**src/verilog/tone_test_params.svh**
```systemverilog
// Purpose: timing counts and tone codes for the tone test mode controller
// Assumes: tone codes are frequencies in whole hertz; one tick per millisecond
// Notes: every duration except the clock and tick periods (ns) is given in ms and turned into ticks by TT_MS_TICKS
`ifndef TONE_TEST_PARAMS_SVH
`define TONE_TEST_PARAMS_SVH

`define TT_CLK_NS 20
`define TT_TICK_NS 1000000
`define TT_TICK_CYCLES (`TT_TICK_NS / `TT_CLK_NS)
`define TT_MS_TICKS(ms) ((ms) * 1000000 / `TT_TICK_NS)

`define TT_REPLY_MS 300000
`define TT_WINDOW_MS 120000
`define TT_LOOP_MS 1200000
`define TT_QUIET_MS 1200000
`define TT_QT_PULSE_MS 1000
`define TT_ID_START_MS 2000
`define TT_ID_LEN_MS 1000
`define TT_CMD_MS 30000
`define TT_REL_MS 900
`define TT_QCMD_MS 5000
`define TT_DWELL_MS 15000
`define TT_SWEEP_MS 3000
`define TT_HOLD_MS 10000

`define TT_RAMP_STEPS 28
`define TT_RAMP_LOW_HZ 12'h13a
`define TT_RAMP_HIGH_HZ 12'hbc6
`define TT_RAMP_STEP_HZ 12'h064

`define TT_F1004 12'h3ec
`define TT_F1014 12'h3f6
`define TT_F2804 12'haf4
`define TT_F2814 12'hafe
`define TT_F404 12'h194
`define TT_F414 12'h19e
`define TT_F1804 12'h70c
`define TT_F1814 12'h716
`define TT_XP_LOW_HZ 12'h130
`define TT_XP_HIGH_HZ 12'hc84
`define TT_XP_OFFSET_HZ 12'h00a

`endif

```
**src/verilog/tone_test_pkg.sv**
```systemverilog
// Purpose: state and register types of the tone test mode controller
// Assumes: nothing beyond the params header
// Notes: every module keeps all of its state in one of these structs
package tone_test_pkg;

    typedef enum logic [3:0] {
        S_IDLE = 4'h0,
        S_ACT = 4'h1,
        S_LOOP = 4'h2,
        S_CMD = 4'h3,
        S_AL_2814 = 4'h4,
        S_AL_414 = 4'h5,
        S_AL_WIN = 4'h6,
        S_RAMP = 4'h7,
        S_QT1S = 4'h8,
        S_QUIET = 4'h9,
        S_SWEEP = 4'ha,
        S_XPOND = 4'hb
    } state_t;

    typedef enum logic [1:0] {
        LK_ALIGN = 2'h0,
        LK_TONE = 2'h1,
        LK_MANUAL = 2'h2
    } loop_kind_t;

    typedef struct packed {
        state_t st;
        loop_kind_t kind;
        logic [20:0] tmr;
        logic [15:0] act;
        logic act_prev;
        logic tv_prev;
        logic rel_armed;
        logic ramp_to_qt;
        logic ramp_go;
        logic ramp_up;
        logic commit;
        logic four;
        logic [1:0] sw_idx;
        logic [11:0] xp_code;
        logic gen_on;
        logic [11:0] gen_code;
        logic mlb_s1;
        logic mlb_s2;
        logic lvl_s1;
        logic lvl_s2;
    } ctl_t;

    typedef struct packed {
        logic busy;
        logic up;
        logic done;
        logic [4:0] idx;
        logic [13:0] cnt;
        logic [11:0] code;
    } ramp_t;

    typedef struct packed {
        logic [15:0] cnt;
        logic tick;
    } tick_t;

endpackage

```
**src/verilog/tick_gen.sv**
```systemverilog
// Purpose: fixed millisecond tick for all controller durations
// Assumes: clk at the rate given by the params header
// Notes: tick is a one-cycle pulse
`timescale 1ns/1ps
`default_nettype none
`include "tone_test_params.svh"
module tick_gen #(
    parameter int unsigned CYCLES = `TT_TICK_CYCLES
) (
    input wire logic clk,
    input wire logic arst_n,
    output logic tick
);
    tone_test_pkg::tick_t r_q;
    tone_test_pkg::tick_t r_d;

    always_comb
    begin
        r_d = r_q;
        r_d.tick = 1'b0;
        if (r_q.cnt == 16'(CYCLES - 1))
        begin
            r_d.cnt = 16'h0000;
            r_d.tick = 1'b1;
        end
        else
        begin
            r_d.cnt = r_q.cnt + 16'h0001;
        end
    end

    always_ff @(posedge clk or negedge arst_n)
    begin
        if (!arst_n)
            r_q <= '0;
        else
            r_q <= r_d;
    end

    assign tick = r_q.tick;
endmodule
`default_nettype wire

```
**src/verilog/ramp_sweep.sv**
```systemverilog
// Purpose: stepped ramp-up or ramp-down result sweep with a final hold
// Assumes: tick is one pulse per millisecond
// Notes: start is ignored while a sweep runs; done pulses once at the end
`timescale 1ns/1ps
`default_nettype none
`include "tone_test_params.svh"
module ramp_sweep #(
    parameter int unsigned STEP_TICKS = `TT_MS_TICKS(`TT_SWEEP_MS) / `TT_RAMP_STEPS,
    parameter int unsigned HOLD_TICKS = `TT_MS_TICKS(`TT_HOLD_MS)
) (
    input wire logic clk,
    input wire logic arst_n,
    input wire logic tick,
    input wire logic start,
    input wire logic up,
    output logic busy,
    output logic done,
    output logic [11:0] code
);
    localparam logic [4:0] LAST = 5'(`TT_RAMP_STEPS - 1);

    tone_test_pkg::ramp_t r_q;
    tone_test_pkg::ramp_t r_d;

    function automatic logic [11:0] step_code(input logic dir_up, input logic [4:0] idx);
        logic [11:0] span;
        span = 12'(idx * `TT_RAMP_STEP_HZ);
        step_code = dir_up ? `TT_RAMP_LOW_HZ + span : `TT_RAMP_HIGH_HZ - span;
    endfunction

    always_comb
    begin
        logic [13:0] limit;
        limit = (r_q.idx == LAST) ? 14'(HOLD_TICKS - 1) : 14'(STEP_TICKS - 1);
        r_d = r_q;
        r_d.done = 1'b0;
        if (r_q.busy)
        begin
            if (tick)
            begin
                if (r_q.cnt >= limit)
                begin
                    r_d.cnt = 14'h0000;
                    if (r_q.idx == LAST)
                    begin
                        r_d.busy = 1'b0;
                        r_d.done = 1'b1;
                    end
                    else
                    begin
                        r_d.idx = r_q.idx + 5'h01;
                    end
                end
                else
                begin
                    r_d.cnt = r_q.cnt + 14'h0001;
                end
            end
        end
        else if (start)
        begin
            r_d.busy = 1'b1;
            r_d.up = up;
            r_d.idx = 5'h00;
            r_d.cnt = 14'h0000;
        end
        r_d.code = step_code(r_d.up, r_d.idx);
    end

    always_ff @(posedge clk or negedge arst_n)
    begin
        if (!arst_n)
            r_q <= '0;
        else
            r_q <= r_d;
    end

    assign busy = r_q.busy;
    assign done = r_q.done;
    assign code = r_q.code;
endmodule
`default_nettype wire

```
**src/verilog/tone_test_ctrl.sv**
```systemverilog
// Purpose: mode controller of a four-wire termination answering in-band test tones
// Assumes: detector gives tone_valid/tone_code in hertz on clk; lead pins are async
// Notes: alignment arithmetic lives outside; this block only sequences it
// Operation
// - each alignment reply waits five minutes; expiry gives ramp-down error, idle, no store
// - received 1004 Hz in alignment is answered with 2814 Hz
// - received 2804 Hz is answered with 414 Hz, then wait again
// - received 404 Hz starts 1814 Hz for a 120 second choice window
// - window expiry does three-tone store, result ramp, one second quiet, loopback
// - 1004 Hz in the window ends it early with the three-tone completion
// - 1804 Hz in the window does four-tone store, result ramp, quiet, loopback
// - ramp-up climbs low to high; also sent on twenty minute inactivity
// - ramp-down falls high to low; also sent on five minute inactivity
// - sweep takes about three seconds, last tone held about ten seconds
// - loopback gain is 16 dB at high level setting, else 0 dB
// - alignment loopback ends after 20 min; 0.9 s tone to command, resend idles
// - tone loopback ends after 20 min or on 0.9 s activation tone
// - manual lead loopback ignores timeout and tone, ends when ground removed
// - idle enters loopback on grounded lead or 2 to 30 s activation tone
// - tone loopback entry first sends one second alternating identification tone
// - activation tone beyond thirty seconds enters command mode instead
// - 404 Hz in command mode applies quiet termination and isolates the modem
// - quiet ends idle after 20 silent minutes; 5 s activation tone to command
// - first 404 Hz in quiet sweeps four tones of 15 s, then quiet again
// - other in-band tone starts full-range transponder; activation tone returns command
// - echo offset tone for longer of input or 15 s, then quiet again
`timescale 1ns/1ps
`default_nettype none
`include "tone_test_params.svh"
module tone_test_ctrl #(
    parameter int unsigned TICK_CYCLES = `TT_TICK_CYCLES,
    parameter logic [20:0] REPLY_TICKS = 21'(`TT_MS_TICKS(`TT_REPLY_MS)),
    parameter logic [20:0] WINDOW_TICKS = 21'(`TT_MS_TICKS(`TT_WINDOW_MS)),
    parameter logic [20:0] LOOP_TICKS = 21'(`TT_MS_TICKS(`TT_LOOP_MS)),
    parameter logic [20:0] QUIET_TICKS = 21'(`TT_MS_TICKS(`TT_QUIET_MS)),
    parameter logic [20:0] DWELL_TICKS = 21'(`TT_MS_TICKS(`TT_DWELL_MS)),
    parameter logic [15:0] CMD_TICKS = 16'(`TT_MS_TICKS(`TT_CMD_MS)),
    parameter logic [15:0] QCMD_TICKS = 16'(`TT_MS_TICKS(`TT_QCMD_MS)),
    parameter int unsigned STEP_TICKS = `TT_MS_TICKS(`TT_SWEEP_MS) / `TT_RAMP_STEPS,
    parameter int unsigned HOLD_TICKS = `TT_MS_TICKS(`TT_HOLD_MS)
) (
    input wire logic clk,
    input wire logic arst_n,
    input wire logic tone_valid,
    input wire logic [11:0] tone_code,
    input wire logic [11:0] activation_code,
    input wire logic manual_loopback_lead_n,
    input wire logic high_level_sel,
    input wire logic align_within_limits,
    output logic tone_gen_on,
    output logic [11:0] tone_gen_code,
    output logic loopback_on,
    output logic loop_gain_16db,
    output logic quiet_term_on,
    output logic modem_isolate,
    output logic align_commit,
    output logic align_four_tone
);
    localparam logic [20:0] QT_PULSE_TICKS = 21'(`TT_MS_TICKS(`TT_QT_PULSE_MS));
    localparam logic [15:0] ID_START_TICKS = 16'(`TT_MS_TICKS(`TT_ID_START_MS));
    localparam logic [15:0] ID_END_TICKS = 16'(`TT_MS_TICKS(`TT_ID_START_MS + `TT_ID_LEN_MS));
    localparam logic [15:0] REL_TICKS = 16'(`TT_MS_TICKS(`TT_REL_MS));
    localparam logic [15:0] ID_HALF_TICKS = 16'(`TT_MS_TICKS(`TT_ID_LEN_MS) / 4);

    tone_test_pkg::ctl_t c_q;
    tone_test_pkg::ctl_t c_d;
    logic tick;
    logic ramp_busy;
    logic ramp_done;
    logic [11:0] ramp_code;

    // durations all count the shared tick
    tick_gen #(
        .CYCLES(TICK_CYCLES)
    ) u_tick (
        .clk(clk),
        .arst_n(arst_n),
        .tick(tick)
    );

    ramp_sweep #(
        .STEP_TICKS(STEP_TICKS),
        .HOLD_TICKS(HOLD_TICKS)
    ) u_ramp (
        .clk(clk),
        .arst_n(arst_n),
        .tick(tick),
        .start(c_q.ramp_go),
        .up(c_q.ramp_up),
        .busy(ramp_busy),
        .done(ramp_done),
        .code(ramp_code)
    );

    function automatic logic heard(input logic valid, input logic [11:0] code,
                                   input logic [11:0] want);
        heard = valid && (code == want);
    endfunction

    always_comb
    begin
        tone_test_pkg::state_t nxt;
        logic act_on;
        logic act_edge;
        logic new_tone;
        logic in_band;
        nxt = c_q.st;
        c_d = c_q;
        c_d.commit = 1'b0;
        c_d.ramp_go = 1'b0;
        // pins pass two flops before anything reads them
        c_d.mlb_s1 = manual_loopback_lead_n;
        c_d.mlb_s2 = c_q.mlb_s1;
        c_d.lvl_s1 = high_level_sel;
        c_d.lvl_s2 = c_q.lvl_s1;
        c_d.tv_prev = tone_valid;
        act_on = heard(tone_valid, tone_code, activation_code);
        c_d.act_prev = act_on;
        act_edge = act_on && !c_q.act_prev;
        new_tone = tone_valid && (!c_q.tv_prev || tone_code != c_q.xp_code);
        in_band = tone_valid && tone_code >= `TT_XP_LOW_HZ && tone_code <= `TT_XP_HIGH_HZ;
        if (!act_on)
            c_d.act = 16'h0000;
        else if (tick && c_q.act != 16'hffff)
            c_d.act = c_q.act + 16'h0001;
        if (tick && c_q.tmr != 21'h1fffff)
            c_d.tmr = c_q.tmr + 21'h000001;

        unique case (c_q.st)
            tone_test_pkg::S_IDLE:
            begin
                if (!c_q.mlb_s2)
                begin
                    nxt = tone_test_pkg::S_LOOP;
                    c_d.kind = tone_test_pkg::LK_MANUAL;
                end
                else if (act_on)
                    nxt = tone_test_pkg::S_ACT;
            end
            tone_test_pkg::S_ACT:
            begin
                if (c_q.act >= CMD_TICKS)
                begin
                    nxt = tone_test_pkg::S_CMD;
                    c_d.rel_armed = 1'b0;
                end
                else if (!act_on)
                begin
                    // a short burst is not a command; past the id start it loops, else back to idle quietly
                    if (c_q.tmr > 21'(ID_START_TICKS))
                    begin
                        nxt = tone_test_pkg::S_LOOP;
                        c_d.kind = tone_test_pkg::LK_TONE;
                    end
                    else
                        nxt = tone_test_pkg::S_IDLE;
                end
            end
            tone_test_pkg::S_LOOP:
            begin
                if (c_q.kind == tone_test_pkg::LK_MANUAL)
                begin
                    if (c_q.mlb_s2)
                        nxt = tone_test_pkg::S_IDLE;
                end
                else if (c_q.tmr >= LOOP_TICKS)
                begin
                    nxt = tone_test_pkg::S_RAMP;
                    c_d.ramp_go = 1'b1;
                    c_d.ramp_up = 1'b1;
                    c_d.ramp_to_qt = 1'b0;
                end
                else if (c_q.act >= REL_TICKS)
                begin
                    if (c_q.kind == tone_test_pkg::LK_ALIGN)
                    begin
                        nxt = tone_test_pkg::S_CMD;
                        c_d.rel_armed = 1'b1;
                    end
                    else
                        nxt = tone_test_pkg::S_IDLE;
                end
            end
            tone_test_pkg::S_CMD:
            begin
                if (c_q.rel_armed && act_edge)
                    nxt = tone_test_pkg::S_IDLE;
                else if (heard(tone_valid, tone_code, `TT_F1004))
                    nxt = tone_test_pkg::S_AL_2814;
                else if (heard(tone_valid, tone_code, `TT_F404))
                    nxt = tone_test_pkg::S_QUIET;
                else if (c_q.tmr >= REPLY_TICKS)
                begin
                    nxt = tone_test_pkg::S_RAMP;
                    c_d.ramp_go = 1'b1;
                    c_d.ramp_up = 1'b0;
                    c_d.ramp_to_qt = 1'b0;
                end
            end
            tone_test_pkg::S_AL_2814, tone_test_pkg::S_AL_414:
            begin
                if (c_q.st == tone_test_pkg::S_AL_2814 &&
                    heard(tone_valid, tone_code, `TT_F2804))
                    nxt = tone_test_pkg::S_AL_414;
                else if (c_q.st == tone_test_pkg::S_AL_414 &&
                         heard(tone_valid, tone_code, `TT_F404))
                    nxt = tone_test_pkg::S_AL_WIN;
                else if (c_q.tmr >= REPLY_TICKS)
                begin
                    // no commit on this path, so stored values stay as they were
                    nxt = tone_test_pkg::S_RAMP;
                    c_d.ramp_go = 1'b1;
                    c_d.ramp_up = 1'b0;
                    c_d.ramp_to_qt = 1'b0;
                end
            end
            tone_test_pkg::S_AL_WIN:
            begin
                if (heard(tone_valid, tone_code, `TT_F1804) ||
                    heard(tone_valid, tone_code, `TT_F1004) || c_q.tmr >= WINDOW_TICKS)
                begin
                    c_d.four = heard(tone_valid, tone_code, `TT_F1804);
                    c_d.commit = 1'b1;
                    c_d.ramp_go = 1'b1;
                    c_d.ramp_up = align_within_limits;
                    c_d.ramp_to_qt = 1'b1;
                    nxt = tone_test_pkg::S_RAMP;
                end
            end
            tone_test_pkg::S_RAMP:
            begin
                if (ramp_done)
                    nxt = c_q.ramp_to_qt ? tone_test_pkg::S_QT1S : tone_test_pkg::S_IDLE;
            end
            tone_test_pkg::S_QT1S:
            begin
                if (c_q.tmr >= QT_PULSE_TICKS)
                begin
                    nxt = tone_test_pkg::S_LOOP;
                    c_d.kind = tone_test_pkg::LK_ALIGN;
                end
            end
            tone_test_pkg::S_QUIET:
            begin
                if (c_q.act >= QCMD_TICKS)
                begin
                    nxt = tone_test_pkg::S_CMD;
                    c_d.rel_armed = 1'b0;
                end
                else if (heard(tone_valid && !c_q.tv_prev, tone_code, `TT_F404))
                begin
                    nxt = tone_test_pkg::S_SWEEP;
                    c_d.sw_idx = 2'h0;
                end
                else if (in_band && !act_on && !c_q.tv_prev)
                begin
                    nxt = tone_test_pkg::S_XPOND;
                    c_d.xp_code = tone_code;
                end
                else if (c_q.tmr >= QUIET_TICKS)
                begin
                    nxt = tone_test_pkg::S_RAMP;
                    c_d.ramp_go = 1'b1;
                    c_d.ramp_up = 1'b1;
                    c_d.ramp_to_qt = 1'b0;
                end
            end
            tone_test_pkg::S_SWEEP:
            begin
                if (c_q.tmr >= DWELL_TICKS)
                begin
                    c_d.tmr = 21'h000000;
                    c_d.sw_idx = c_q.sw_idx + 2'h1;
                    if (c_q.sw_idx == 2'h3)
                        nxt = tone_test_pkg::S_QUIET;
                end
            end
            tone_test_pkg::S_XPOND:
            begin
                if (c_q.act >= QCMD_TICKS)
                begin
                    nxt = tone_test_pkg::S_CMD;
                    c_d.rel_armed = 1'b0;
                end
                else if (new_tone && in_band && !act_on)
                begin
                    c_d.xp_code = tone_code;
                    c_d.tmr = 21'h000000;
                end
                else if (!tone_valid && c_q.tmr >= DWELL_TICKS)
                    nxt = tone_test_pkg::S_QUIET;
            end
            default:
                nxt = tone_test_pkg::S_IDLE;
        endcase

        if (nxt != c_q.st)
            c_d.tmr = 21'h000000;
        c_d.st = nxt;

        c_d.gen_on = 1'b1;
        unique case (c_q.st)
            tone_test_pkg::S_CMD:
                c_d.gen_code = `TT_F1014;
            tone_test_pkg::S_AL_2814:
                c_d.gen_code = `TT_F2814;
            tone_test_pkg::S_AL_414:
                c_d.gen_code = `TT_F414;
            tone_test_pkg::S_AL_WIN:
                c_d.gen_code = `TT_F1814;
            tone_test_pkg::S_ACT:
            begin
                // alternate the two id tones every quarter second
                c_d.gen_on = c_q.act > ID_START_TICKS && c_q.act <= ID_END_TICKS;
                c_d.gen_code = (((c_q.act - ID_START_TICKS) / ID_HALF_TICKS) & 16'h0001) != 0
                    && c_d.gen_on ? `TT_F1814 : (c_d.gen_on ? `TT_F2814 : 12'h000);
            end
            tone_test_pkg::S_SWEEP:
            begin
                unique case (c_q.sw_idx)
                    2'h0: c_d.gen_code = `TT_F414;
                    2'h1: c_d.gen_code = `TT_F1014;
                    2'h2: c_d.gen_code = `TT_F1814;
                    2'h3: c_d.gen_code = `TT_F2814;
                endcase
            end
            tone_test_pkg::S_XPOND:
                c_d.gen_code = c_q.xp_code + `TT_XP_OFFSET_HZ;
            tone_test_pkg::S_RAMP:
            begin
                c_d.gen_on = ramp_busy;
                c_d.gen_code = ramp_busy ? ramp_code : 12'h000;
            end
            default:
            begin
                c_d.gen_on = 1'b0;
                c_d.gen_code = 12'h000;
            end
        endcase
    end

    always_ff @(posedge clk or negedge arst_n)
    begin
        if (!arst_n)
        begin
            c_q <= '0;
            c_q.mlb_s1 <= 1'b1;
            c_q.mlb_s2 <= 1'b1;
        end
        else
            c_q <= c_d;
    end

    assign tone_gen_on = c_q.gen_on;
    assign tone_gen_code = c_q.gen_code;
    assign loopback_on = c_q.st == tone_test_pkg::S_LOOP;
    assign loop_gain_16db = loopback_on && c_q.lvl_s2;
    // quiet termination and modem isolation hold through every transponder state
    assign quiet_term_on = c_q.st == tone_test_pkg::S_QUIET ||
        c_q.st == tone_test_pkg::S_SWEEP || c_q.st == tone_test_pkg::S_XPOND ||
        c_q.st == tone_test_pkg::S_QT1S;
    assign modem_isolate = quiet_term_on;
    assign align_commit = c_q.commit;
    assign align_four_tone = c_q.four;
endmodule
`default_nettype wire

```
**config.mk**
```make
export PLATFORM = sky130hd
export DESIGN_NAME = tone_test_ctrl
export DESIGN_NICKNAME = d
export VERILOG_FILES = /design/src/verilog/tone_test_pkg.sv /design/src/verilog/tick_gen.sv /design/src/verilog/ramp_sweep.sv /design/src/verilog/tone_test_ctrl.sv
export VERILOG_INCLUDE_DIRS = /design/src /design/src/verilog
export SDC_FILE = /design/constraint.sdc
export NUM_CORES = 1
export LEC_CHECK = 0
export ABC_AREA = 1
export ABC_CLOCK_PERIOD_IN_PS = 12630
export BUFFER_PORTS_ARGS = -buffer_cell sky130_fd_sc_hd__buf_2
export CAP_MARGIN = 25
export CORE_ASPECT_RATIO = 0.5
export CORE_MARGIN = 4
export CORE_UTILIZATION = 30
export DETAILED_ROUTE_END_ITERATION = 10
export GPL_ROUTABILITY_DRIVEN = 1
export HOLD_SLACK_MARGIN = 0.02
export PLACE_DENSITY = 0.49
export RECOVER_POWER = 25
export REMOVE_ABC_BUFFERS = 1
export SYNTH_ARGS = -nofsm -noshare
export SYNTH_HDL_FRONTEND = slang
export SYNTH_HIERARCHICAL = 1
export SYNTH_SLANG_ARGS = --single-unit
```
**constraint.sdc**
```tcl
create_clock -name clk -period 12.63 [get_ports clk]
set_input_delay 2.526 -clock clk [delete_from_list [all_inputs] [get_ports clk]]
set_output_delay 2.526 -clock clk [all_outputs]
set_load 0.05 [all_outputs]
```
==> reports/qor.yml <==
drtAntennaViolNets: 0
status: "complete, but fails checks"
reg2reg_to: "tone_gen_code[5]$_DFF_PN0_"
ys_seq_elements: 132
slew_headroom_pct: -115
clk_pin_slew_ns: 0.06
finalHoldViolCount: 0
dieWidth_um: 281
yosysMostFrequentCell: "nand2_1"
critPathRequiredTime_ns: 12.92
finalPower_w: 0.00104
fmax_mhz: 163
arrival_ns: 6.43
fp.dieH_um: 144
die_area_um2: 40600
rr_worst_depth: 43
ys.flop_type: "dfrtp_1"
cts_tree: "done"
min_period_ns: 6.14
seq_area_frac_synth_pct: 29.6
synth_top_area_share_pct: 29.1
first_global_vias: 9824
start_kind: "flop"
fin_cells: 2172
path_buf_inv: 5
irDropWorstVdd_uv: 93.5
clock-sinks: 132
cts_hold_buf: 0
vias_per_cell: 4.77
boundaryPins: 49
dp_cells: 2138
violations: "capacitance limit, slew limit"
routabilityCongestion: 0.916
cp-endpoint: "tone_gen_code[5]$_DFF_PN0_"
insertion_delay_ns: 0.43
htreeDepth: 4
fin_tns_setup_ns: 0
initial_core_util_pct: 30.7
drc: 0
synthTopCellsByArea: "dfrtp_1 29%, nand2_1 12%, inv_1 8.3%"
hpwl_mm: 23.2
drtIter0Drc: 713
grt_use_total_pct: 14.7
crit_type: "reg2reg"
antenna_found_initial: 0
whs_ns: 0.356
synth_edf_count: 0
routed_wl_mm: 29.3
synth_common_cells: "343 x nand2_1, 246 x inv_1, 197 x nor2_1"
overflow: 0
grt_pass1_wl_mm: 49.1
io_buffers: 48
final_util_pct: 34.0
yosysUniqueCellTypes: 66
post_cts_resized: 0
path_max_fanout: 10
hold_class: "reg2reg"
worst_pin_slew_ns: 3.22
rrSetupSlack_ns: 6.49
final_net_count: 1752
slew_violations: 60
synth_cells: 1644
via_count: 10400
wl_per_cell_um: 13.5
drive_gt1_share_pct: 12.1
cap_violations: 1
antennaDiodeCount: 0
core-area_um2: 36400
async_reset_ff_share_pct: 100
r2r_start: "c_q[43]$_DFFE_PN0P_"
syn_area_um2: 11200
cts_setup_buffers: 0
area_growth_syn_to_layout_pct: 10.7
drtPass1Iterations: 5
yosys_warnings: 6
cts_buffers: 17
clockBufferDepth: 2
powerDensity_nw_per_um2: 84.2
num_rows: 49
p_leak_nw: 6.09
rsz0062_at_grt: "false"
cp_top_family: "simple AND/OR/NAND/NOR gates"
fin_crit_sh_pct: 48.6
slowest_delay_ns: 0.51
setup_viol: 0
syn_avg_cell_area_um2: 6.80
startpoint: "c_q[43]$_DFFE_PN0P_"
synth_top_cell_by_area: "dfrtp_1"
clockRootBuffer: "clkbuf_16"
finClkSkew_ns: 0.0142
slowest_stage: "dfrtp_1"
endpoint_kind: "flop"
cpMostUsedCell: "nand2_1"
cp_num_cells: 43
grt_max_degree: 75
-- worst register-to-register path, delay by kind of cell, from the launching register on --
family / cells / cell delay (ns)
AND/OR/NAND/NOR: 31 / 3.72
AO/OA/AOI/OAI: 5 / 0.70
adder cells (fa/ha/maj): 1 / 0.30
XOR/XNOR: 1 / 0.18
buffers and inverters: 5 / 0.61
flip-flops: 1 / 0.51
-- cell usage in the layout, fill, tap and decap left out, types with 10 or more instances in the layout --
cell type	netlist	layout
a21oi_1	54	54
nand3_1	124	125
xor2_1	44	44
nor3_1	44	45
nor4_1	14	14
dfrtp_1	130	130
ha_1	46	46
o22ai_1	12	12
clkbuf_16	0	17
inv_2	17	16
o21ai_0	72	73
nand2_1	343	345
o21ai_1	19	19
nand4_1	29	30
nand3_2	14	13
nor2_1	197	198
buf_2	1	46
inv_1	246	247
nand3b_1	10	10
nand2_2	43	41
-- metrics by stage --
step | worst slack [ns] | area [µm²]
after floorplan | 7.27 | 10900
after global placement | 6.46 | 11800
after detailed placement | 6.35 | 11800
after CTS | 6.46 | 12400
after global routing | 5.73 | 12400
final | 6.49 | 12400
-- power breakdown --
part / leakage [nW] / switching, W / internal [W] / total, W
Sequential: 1.76 / 0.00000476 / 0.000428 / 0.000433
Combinational: 4.05 / 0.0000833 / 0.0000311 / 0.000114
Clock: 0.281 / 0.000202 / 0.000293 / 0.000495
-- registers in the layout (all words and copies together), names as in the netlist, 2 cells and up --
signal         count
c_d                2
u_ramp/code       11
c_q               65
u_tick/r_q        16
u_ramp/r_q        20
tone_gen_code     12
-- layer usage --
metal	part of all wire (%)	vias to the layer above	global-route usage, %	wire (µm)
met2	45	188	23.9	13100
li1	-	5421	-	-
met5	0	-	0	0
met4	1.5	0	4.23	443
met3	3.6	28	2.16	1060
met1	50	4715	20.5	14700
-- final cells by class --
cell class	count	area [µm²]
Clock inverter	14	155
Multi-Input combinational cell	1206	6590
Tap cell	484	606
Sequential cell	132	3310
Timing Repair Buffer	51	284
Fill cell	3892	24000
Clock buffer	18	429
Inverter	267	1000
-- cells by family (layout without fill, tap and decap cells) --
family          after synthesis  count (layout)  synth area share (%)
other cells                   2               2                0.0672
compound gates              238             238                  13.2
simple gates                866             866                  36.5
buf+inv                     306             350                  11.2
flops                       132             132                  29.6
xor+xnor                     52              52                  4.07
mux                           1               1                 0.101
fa+ha+maj                    47              47                  5.33
-- how the worst min path moves through the flow --
stage,start,depth (start not counted),slack (ns),to
floorplan,c_d[0]$_DFF_PN0_,0,0.33,c_q[0]$_DFF_PN0_
global placement,c_d[0]$_DFF_PN0_,0,0.33,c_q[0]$_DFF_PN0_
detailed placement,c_d[0]$_DFF_PN0_,0,0.35,c_q[0]$_DFF_PN0_
CTS,c_d[2]$_DFF_PN1_,0,0.36,c_q[2]$_DFF_PN1_
global route,c_d[0]$_DFF_PN0_,0,0.36,c_q[0]$_DFF_PN0_
finish,c_d[0]$_DFF_PN0_,0,0.36,c_q[0]$_DFF_PN0_
Note: power is estimated with default switching activity, not from simulation.
